## src/hw/i2ces_regs.vh

```
`ifndef I2CES_REGS_VH
`define I2CES_REGS_VH

// Register byte addresses.
`define I2CES_SETUP_ADDR        17'h1AB00
`define I2CES_CTRL_ADDR         17'h1AB04

// Transfer setup register layout, bit 0 being the least significant bit.
`define I2CES_SETUP_RESET       32'h0000000A
`define I2CES_SETUP_WMASK       32'h01FF070F
`define I2CES_DIR_BIT           24
`define I2CES_BADDR_HI          23
`define I2CES_BADDR_LO          16
`define I2CES_PAGE_HI           10
`define I2CES_PAGE_LO           8
`define I2CES_TYPE_HI           3
`define I2CES_TYPE_LO           0
`define I2CES_TYPE_RESET        4'hA

// Companion control register layout.
`define I2CES_CTRL_RESET        32'h00000000
`define I2CES_DONE_BIT          28
`define I2CES_RDSTAT_BIT        17
`define I2CES_WRSTAT_BIT        16
`define I2CES_START_BIT         8

// AXI4-Lite response codes.
`define I2CES_RESP_OKAY         2'h0
`define I2CES_RESP_SLVERR       2'h2

`endif

```

## src/hw/i2ces_top.v

```verilog
`timescale 1ns/1ps
`default_nettype none
`include "i2ces_regs.vh"

// Summary of operation
// - Hard reset or self-reset restores all fields
// - Software access blocked during boot EEPROM load
// - Boot loading may replace register reset values
// - Direction bit: 0 read, 1 write
// - Byte address selects location within page
// - Page select picks 256-byte page
// - Target type code addresses device, resets 1010
// - Start launches operation, self-clears when finished
module i2ces_top #(
	parameter ADDR_W = 17
) (
	// Clock and reset
	input  wire              clk,
	input  wire              rst,
	input  wire              hard_reset_input_n,
	input  wire              self_reset,
	// AXI4-Lite write address channel
	input  wire [ADDR_W-1:0] s_axi_awaddr,
	input  wire              s_axi_awvalid,
	output reg               s_axi_awready,
	// AXI4-Lite write data channel
	input  wire [31:0]       s_axi_wdata,
	input  wire [3:0]        s_axi_wstrb,
	input  wire              s_axi_wvalid,
	output reg               s_axi_wready,
	// AXI4-Lite write response channel
	output reg  [1:0]        s_axi_bresp,
	output reg               s_axi_bvalid,
	input  wire              s_axi_bready,
	// AXI4-Lite read address channel
	input  wire [ADDR_W-1:0] s_axi_araddr,
	input  wire              s_axi_arvalid,
	output reg               s_axi_arready,
	// AXI4-Lite read data channel
	output reg  [31:0]       s_axi_rdata,
	output reg  [1:0]        s_axi_rresp,
	output reg               s_axi_rvalid,
	input  wire              s_axi_rready,
	// Boot-time EEPROM register loader
	input  wire              boot_load_active,
	input  wire              boot_wr_en,
	input  wire [ADDR_W-1:0] boot_wr_addr,
	input  wire [31:0]       boot_wr_data,
	// Transfer engine
	output wire              op_start_ff,
	output wire              op_busy_ff,
	output wire              op_dir_ff,
	output wire [7:0]        op_byte_addr_ff,
	output wire [2:0]        op_page_ff,
	output wire [3:0]        target_type_code_ff,
	input  wire              op_done
);

	localparam [ADDR_W-1:0] SETUP_ADDR = `I2CES_SETUP_ADDR;
	localparam [ADDR_W-1:0] CTRL_ADDR  = `I2CES_CTRL_ADDR;

	function is_setup;
		input [ADDR_W-1:0] a;
		begin
			is_setup = ({a[ADDR_W-1:2], 2'b00} == SETUP_ADDR);
		end
	endfunction

	function is_ctrl;
		input [ADDR_W-1:0] a;
		begin
			is_ctrl = ({a[ADDR_W-1:2], 2'b00} == CTRL_ADDR);
		end
	endfunction

	// Merges the strobed bytes of a write into the old value.
	function [31:0] merge;
		input [31:0] old_v;
		input [31:0] new_v;
		input [3:0]  strb;
		integer i;
		begin
			merge = old_v;
			for (i = 0; i < 4; i = i + 1) begin
				if (strb[i]) begin
					merge[i*8 +: 8] = new_v[i*8 +: 8];
				end
			end
		end
	endfunction

	// Hard reset pin synchroniser.
	reg hrst_meta_ff;
	reg hrst_sync_ff;

	always @(posedge clk) begin
		if (rst) begin
			hrst_meta_ff <= 1'b1;
			hrst_sync_ff <= 1'b1;
		end else begin
			hrst_meta_ff <= hard_reset_input_n;
			hrst_sync_ff <= hrst_meta_ff;
		end
	end

	wire clr = rst | ~hrst_sync_ff | self_reset;

	// Register state and held write request.
	reg  [31:0]       setup_ff;
	reg               done_ff;
	reg  [ADDR_W-1:0] awaddr_ff;
	reg  [31:0]       wdata_ff;
	reg  [3:0]        wstrb_ff;

	wire aw_take = s_axi_awvalid && s_axi_awready;
	wire w_take  = s_axi_wvalid && s_axi_wready;
	wire ar_take = s_axi_arvalid && s_axi_arready;
	// A write executes once both halves are held and no response is pending.
	wire wr_go   = !s_axi_awready && !s_axi_wready && !s_axi_bvalid;
	wire wr_ok   = !boot_load_active && (is_setup(awaddr_ff) || is_ctrl(awaddr_ff));
	wire rd_ok   = !boot_load_active && (is_setup(s_axi_araddr) || is_ctrl(s_axi_araddr));

	wire [31:0] wr_merged_setup = merge(setup_ff, wdata_ff, wstrb_ff);
	wire [31:0] wr_merged_ctrl  = merge(32'h00000000, wdata_ff, wstrb_ff);
	wire        ctrl_wr         = wr_go && wr_ok && is_ctrl(awaddr_ff);
	wire        launch          = ctrl_wr && wr_merged_ctrl[`I2CES_START_BIT];
	wire        done_w1c        = ctrl_wr && wr_merged_ctrl[`I2CES_DONE_BIT];
	wire        done_evt        = op_busy_ff && op_done;

	// Transfer setup register.
	always @(posedge clk) begin
		if (clr) begin
			setup_ff <= `I2CES_SETUP_RESET;
		end else if (boot_load_active) begin
			if (boot_wr_en && is_setup(boot_wr_addr)) begin
				setup_ff <= boot_wr_data & `I2CES_SETUP_WMASK;
			end
		end else if (wr_go && wr_ok && is_setup(awaddr_ff)) begin
			// Reserved bits are never stored, so they always read as zero.
			setup_ff <= wr_merged_setup & `I2CES_SETUP_WMASK;
		end
	end

	// Completion flag: write one clears, but a completion in the same cycle wins.
	always @(posedge clk) begin
		if (clr) begin
			done_ff <= 1'b0;
		end else begin
			done_ff <= (done_ff & ~done_w1c) | done_evt;
		end
	end

	// Write channels.
	always @(posedge clk) begin
		if (clr) begin
			s_axi_awready <= 1'b1;
			s_axi_wready  <= 1'b1;
			s_axi_bvalid  <= 1'b0;
			s_axi_bresp   <= `I2CES_RESP_OKAY;
			awaddr_ff     <= {ADDR_W{1'b0}};
			wdata_ff      <= 32'h00000000;
			wstrb_ff      <= 4'h0;
		end else begin
			if (aw_take) begin
				s_axi_awready <= 1'b0;
				awaddr_ff     <= s_axi_awaddr;
			end
			if (w_take) begin
				s_axi_wready <= 1'b0;
				wdata_ff     <= s_axi_wdata;
				wstrb_ff     <= s_axi_wstrb;
			end
			if (wr_go) begin
				s_axi_bvalid <= 1'b1;
				s_axi_bresp  <= wr_ok ? `I2CES_RESP_OKAY : `I2CES_RESP_SLVERR;
			end
			if (s_axi_bvalid && s_axi_bready) begin
				s_axi_bvalid  <= 1'b0;
				s_axi_awready <= 1'b1;
				s_axi_wready  <= 1'b1;
			end
		end
	end

	// Read channels.
	reg [31:0] rd_word;

	always @* begin
		rd_word = 32'h00000000;
		if (is_setup(s_axi_araddr)) begin
			rd_word = setup_ff;
		end else if (is_ctrl(s_axi_araddr)) begin
			rd_word[`I2CES_DONE_BIT]   = done_ff;
			rd_word[`I2CES_START_BIT]  = op_busy_ff;
			rd_word[`I2CES_RDSTAT_BIT] = op_busy_ff & ~op_dir_ff;
			rd_word[`I2CES_WRSTAT_BIT] = op_busy_ff & op_dir_ff;
		end
	end

	always @(posedge clk) begin
		if (clr) begin
			s_axi_arready <= 1'b1;
			s_axi_rvalid  <= 1'b0;
			s_axi_rdata   <= 32'h00000000;
			s_axi_rresp   <= `I2CES_RESP_OKAY;
		end else if (ar_take) begin
			s_axi_arready <= 1'b0;
			s_axi_rvalid  <= 1'b1;
			// A blocked or unmapped read returns zero data with an error.
			s_axi_rdata   <= rd_ok ? rd_word : 32'h00000000;
			s_axi_rresp   <= rd_ok ? `I2CES_RESP_OKAY : `I2CES_RESP_SLVERR;
		end else if (s_axi_rvalid && s_axi_rready) begin
			s_axi_rvalid  <= 1'b0;
			s_axi_arready <= 1'b1;
		end
	end

	i2ces_launch u_launch (
		.clk          (clk),
		.clr          (clr),
		.launch       (launch),
		.dir          (setup_ff[`I2CES_DIR_BIT]),
		.byte_addr    (setup_ff[`I2CES_BADDR_HI:`I2CES_BADDR_LO]),
		.page         (setup_ff[`I2CES_PAGE_HI:`I2CES_PAGE_LO]),
		.type_code    (setup_ff[`I2CES_TYPE_HI:`I2CES_TYPE_LO]),
		.done         (op_done),
		.start_ff     (op_start_ff),
		.busy_ff      (op_busy_ff),
		.dir_ff       (op_dir_ff),
		.byte_addr_ff (op_byte_addr_ff),
		.page_ff      (op_page_ff),
		.type_code_ff (target_type_code_ff)
	);

endmodule // i2ces_top

`default_nettype wire

```

## src/hw/i2ces_launch.v

```verilog
`timescale 1ns/1ps
`default_nettype none
`include "i2ces_regs.vh"

module i2ces_launch (
	// Clock and clear
	input  wire        clk,
	input  wire        clr,
	// Launch request and settings to capture
	input  wire        launch,
	input  wire        dir,
	input  wire [7:0]  byte_addr,
	input  wire [2:0]  page,
	input  wire [3:0]  type_code,
	// Completion from the transfer engine
	input  wire        done,
	// Captured settings and status
	output reg         start_ff,
	output reg         busy_ff,
	output reg         dir_ff,
	output reg  [7:0]  byte_addr_ff,
	output reg  [2:0]  page_ff,
	output reg  [3:0]  type_code_ff
);

	always @(posedge clk) begin
		if (clr) begin
			start_ff     <= 1'b0;
			busy_ff      <= 1'b0;
			dir_ff       <= 1'b0;
			byte_addr_ff <= 8'h00;
			page_ff      <= 3'h0;
			type_code_ff <= `I2CES_TYPE_RESET;
		end else begin
			start_ff <= 1'b0;
			if (launch && !busy_ff) begin
				// Settings are frozen here so later register writes cannot
				// disturb a transfer that is already running.
				start_ff     <= 1'b1;
				busy_ff      <= 1'b1;
				dir_ff       <= dir;
				byte_addr_ff <= byte_addr;
				page_ff      <= page;
				type_code_ff <= type_code;
			end else if (busy_ff && done) begin
				busy_ff <= 1'b0;
			end
		end
	end

endmodule // i2ces_launch

`default_nettype wire

```

## config.mk

```make
export PLATFORM = sky130hd
export DESIGN_NAME = i2ces_top
export DESIGN_NICKNAME = d
export VERILOG_FILES = /design/src/hw/i2ces_top.v /design/src/hw/i2ces_launch.v
export VERILOG_INCLUDE_DIRS = /design/src /design/src/hw
export SDC_FILE = /design/constraint.sdc
export NUM_CORES = 1
export LEC_CHECK = 0
export CORE_MARGIN = 3
export CORE_UTILIZATION = 35
export CTS_CLUSTER_SIZE = 12
export DETAILED_ROUTE_END_ITERATION = 8
export DONT_BUFFER_PORTS = 1
export PLACE_DENSITY = 0.52
export SETUP_SLACK_MARGIN = 0.02
export SYNTH_ARGS = -nofsm -noshare
export SYNTH_HDL_FRONTEND = slang
export SYNTH_HIERARCHICAL = 1
export SYNTH_SLANG_ARGS = --single-unit
export TNS_END_PERCENT = 30
```

## constraint.sdc

```tcl
create_clock -name clk -period 2 [get_ports clk]
set_input_delay 0.4 -clock clk [delete_from_list [all_inputs] [get_ports clk]]
set_output_delay 0.4 -clock clk [all_outputs]
set_load 0.03 [all_outputs]
```

==> metrics.txt <==
1st-iter DRT viols 202; Comb pwr share 6.2%; Buf/Inv on CP 2; Worst Reg-to-Reg Cells 8; WL met1 4560 um; layout cells sized above 1 18.8%; grt ovf 0; vias approximately 3.2k; GRT Overall Usage 14.9%; Yosys Warn Count 6; hold_ws 154 ps; vias in the first global route between 2k and 3k; worst slack, placed -5.74 ps; Hold Crit Class in -> reg; Seq pwr share around 50%; FP Rows 39; Clock Skew 5.27 ps; Critical Path RT 2270 ps; final setup margin about 130 ps; Top Metal Used met4; CTS tree yes; Post-Route WL 10500 um; # Max-Cap Violations 0; I/O Buffers 0; RR Startpoint awaddr_ff[4]; flip-flop and latch count after synthesis 97; Syn Inst Count 470; worst r2r dst u_launch/type_code_ff[3]; Die Area 0.0134 mm2; WL met2 4880 um; Post-synth EDFFs 0; Pwr Total 0.00396 W; fmax 535 MHz; Worst-Margin Slew about 600 ps; RePlAce Congestion between 0.7 and 0.8; H-tree levels 3; initial core utilization 36.4%; Switch Pwr 0.000914 W; final worst path period need roughly 1900 ps; Synth Cell Area roughly 0.0042 mm2; cts bufs inserted 9; worst hold path cell count 1; Clock Power Share 43.7%; CORE AREA 0.0116 mm2; hold path startpoint op_done; Switching Share 23.1%; status completed; CP Max Fanout 5; crit path DAT between 2000 and 2500 ps; placed inst area roughly 0.0044 mm2; die width between 100 and 150 um; CP max-delay cell dfxtp_2; ANT nets after route 0; Layout Nets 610; Pins Over Slew Limit 0; number of fill cells approximately 1.2k; ys flop type dfxtp_1; final hold vios 0; register area share after synthesis 45.9%; most frequent cell after synthesis dfxtp_1; Via density 5.09; clock sinks between 90 and 100; Vert. Die Dim 116 um; post-layout instance area 0.00480 mm2; crit end category flop; cell leakage power approximately 1.7 nW; Reg2Reg Setup Slack 130 ps; first-pass iteration count of the detailed router 4; kind of critical path reg -> reg; Final Util 41.3%; dpl hpwl about 7500 um; internal power 0.00305 W; worst vdd ir 0.000502 V; initial antenna violation count 0; CTS clk-pin slew, worst paths 60 ps; fin crit share 93.4%; final setup violation count 0; first-pass GRT wire length 15600 um; RSZ-0062 raised after global routing yes; Synth Area per Inst 9.00 um2; Post-CTS Hold Fix Bufs 0; Synth top area share 45.9%; Async SR Flop Fraction 0%; Wirelength per Cell 16.7 um; worst path cell trace nor4bb_4 > buf_4 > nand2_2 > nor3_2 > and4_4 > nor2b_4 > buf_12 > mux2i_1; hold endpoint u_launch/busy_ff; n_diodes 0; startpoint types flop; Clock Latency Late Sink 340 ps; area delta synth->final 13.6%; unique cell type count in the Yosys netlist 48; DRC errors left 0; Max Root-Sink Buffers 2; I/O pin cnt 190; PwrDens 824 mW/mm2; Rel. slew slack 59.9%; delay-heaviest family, CP simple AND/OR/NAND/NOR gates; largest net degree at the start of global routing between 50 and 60; top cells by area, synth dfxtp_1 46%, nand2_1 8.0%, a21oi_1 6.2%; slowest stage delay, CP ~330 ps; met3 routed WL 966 um; root buffer cell clkbuf_16; most common library cells after synthesis 97 x dfxtp_1, 90 x nand2_1, 52 x a21oi_1; post-synth top area cell dfxtp_1
[worst register-to-register path, cell delays in order (launching register included)]
cell	delay, ps
dfxtp_2	330
nor4bb_4	280
buf_4	160
nand2_2	60
nor3_2	140
and4_4	250
nor2b_4	250
buf_12	150
mux2i_1	180
[cell usage in the layout, fill, tap and decap left out, types with 4 or more instances in the layout]
cell type	Yosys	routed
inv_1	5	5
a21oi_1	52	52
and3_2	8	8
mux2i_1	18	18
o21ai_0	5	5
nor4bb_1	5	4
o21ai_1	4	4
nand4_1	5	5
nand2b_1	17	17
a22oi_1	13	13
o21ai_2	10	10
nand2_1	90	89
clkbuf_16	0	11
nand4b_1	4	4
nor2_1	28	28
nand4bb_1	14	14
conb_1	1	17
nor3_2	11	12
buf_4	19	23
dfxtp_1	97	94
[layout make-up]
cell class / count / area [um2] / share of cell area [%]
well taps: 143 / 179 / 3.73
inverters: 6 / 23.8 / 0.495
clock buffers: 12 / 246 / 5.13
multi-input cells: 338 / 2090 / 43.6
clock inverters: 4 / 51.3 / 1.07
flip-flops and latches: 97 / 1950 / 40.5
repair buffers: 27 / 263 / 5.47
[cells by family after synthesis]
kind of cell / Yosys count / synth area share [%]
muxes: 21 / 5.06
other: 1 / 0.0887
and+or+nand+nor: 203 / 27.2
AOI/OAI and AO/OA: 97 / 14.5
DFF: 97 / 45.9
buffers and inverters: 51 / 7.25
[state kept, by name, summed over array words and instances, names as in the netlist, 3 cells and up]
| name | count |
|---|---|
| wstrb_ff | 4 |
| u_launch/page_ff | 3 |
| u_launch/type_code_ff | 4 |
| s_axi_rdata | 17 |
| u_launch/byte_addr_ff | 8 |
| setup_ff | 16 |
| awaddr_ff | 15 |
| wdata_ff | 17 |
[layer usage]
layer,GRT usage [%],up-vias
li1,-,1619
met4,5.34,0
met5,0,-
met3,6.06,6
met2,22.1,98
met1,19.5,1466
[timing repair]
item / CTS / global route
setup buffers: 0 / 2
cloned: 0 / 2
pin swaps: 0 / 4
endpoints found under the setup margin: 2 / 21
gates resized for setup: 1 / 10
[worst max path at each step]
stage | depth (start not counted) | from | endpoint | slack (ps)
after global placement | 8 | awaddr_ff[15] | u_launch/type_code_ff[1] | 10
after detailed placement | 8 | awaddr_ff[15] | u_launch/type_code_ff[1] | -6
after floorplan | 8 | s_axi_bvalid | u_launch/byte_addr_ff[2] | 30
after CTS | 8 | awaddr_ff[15] | u_launch/type_code_ff[3] | 20
after global routing | 8 | awaddr_ff[4] | u_launch/type_code_ff[1] | -10
final | 8 | awaddr_ff[4] | u_launch/type_code_ff[3] | 130
[stage by stage]
step / std cells / TNS [ps]
after global routing: 627 / -11.4
after detailed placement: 607 / -11.4
final: 627 / 0
after CTS: 623 / 0
after global placement: 607 / 0
after floorplan: 486 / 0
[power groups by stage]
stage | registers [W] | logic [W] | clock network (W)
floorplan | 0.00203 | 0.000227 | 0
global placement | 0.00203 | 0.000243 | 0
detailed placement | 0.00203 | 0.000247 | 0
CTS | 0.00198 | 0.000247 | 0.00180
global route | 0.00199 | 0.000272 | 0.00187
finish | 0.00198 | 0.000246 | 0.00173
Power figures use the tool's default switching activity.
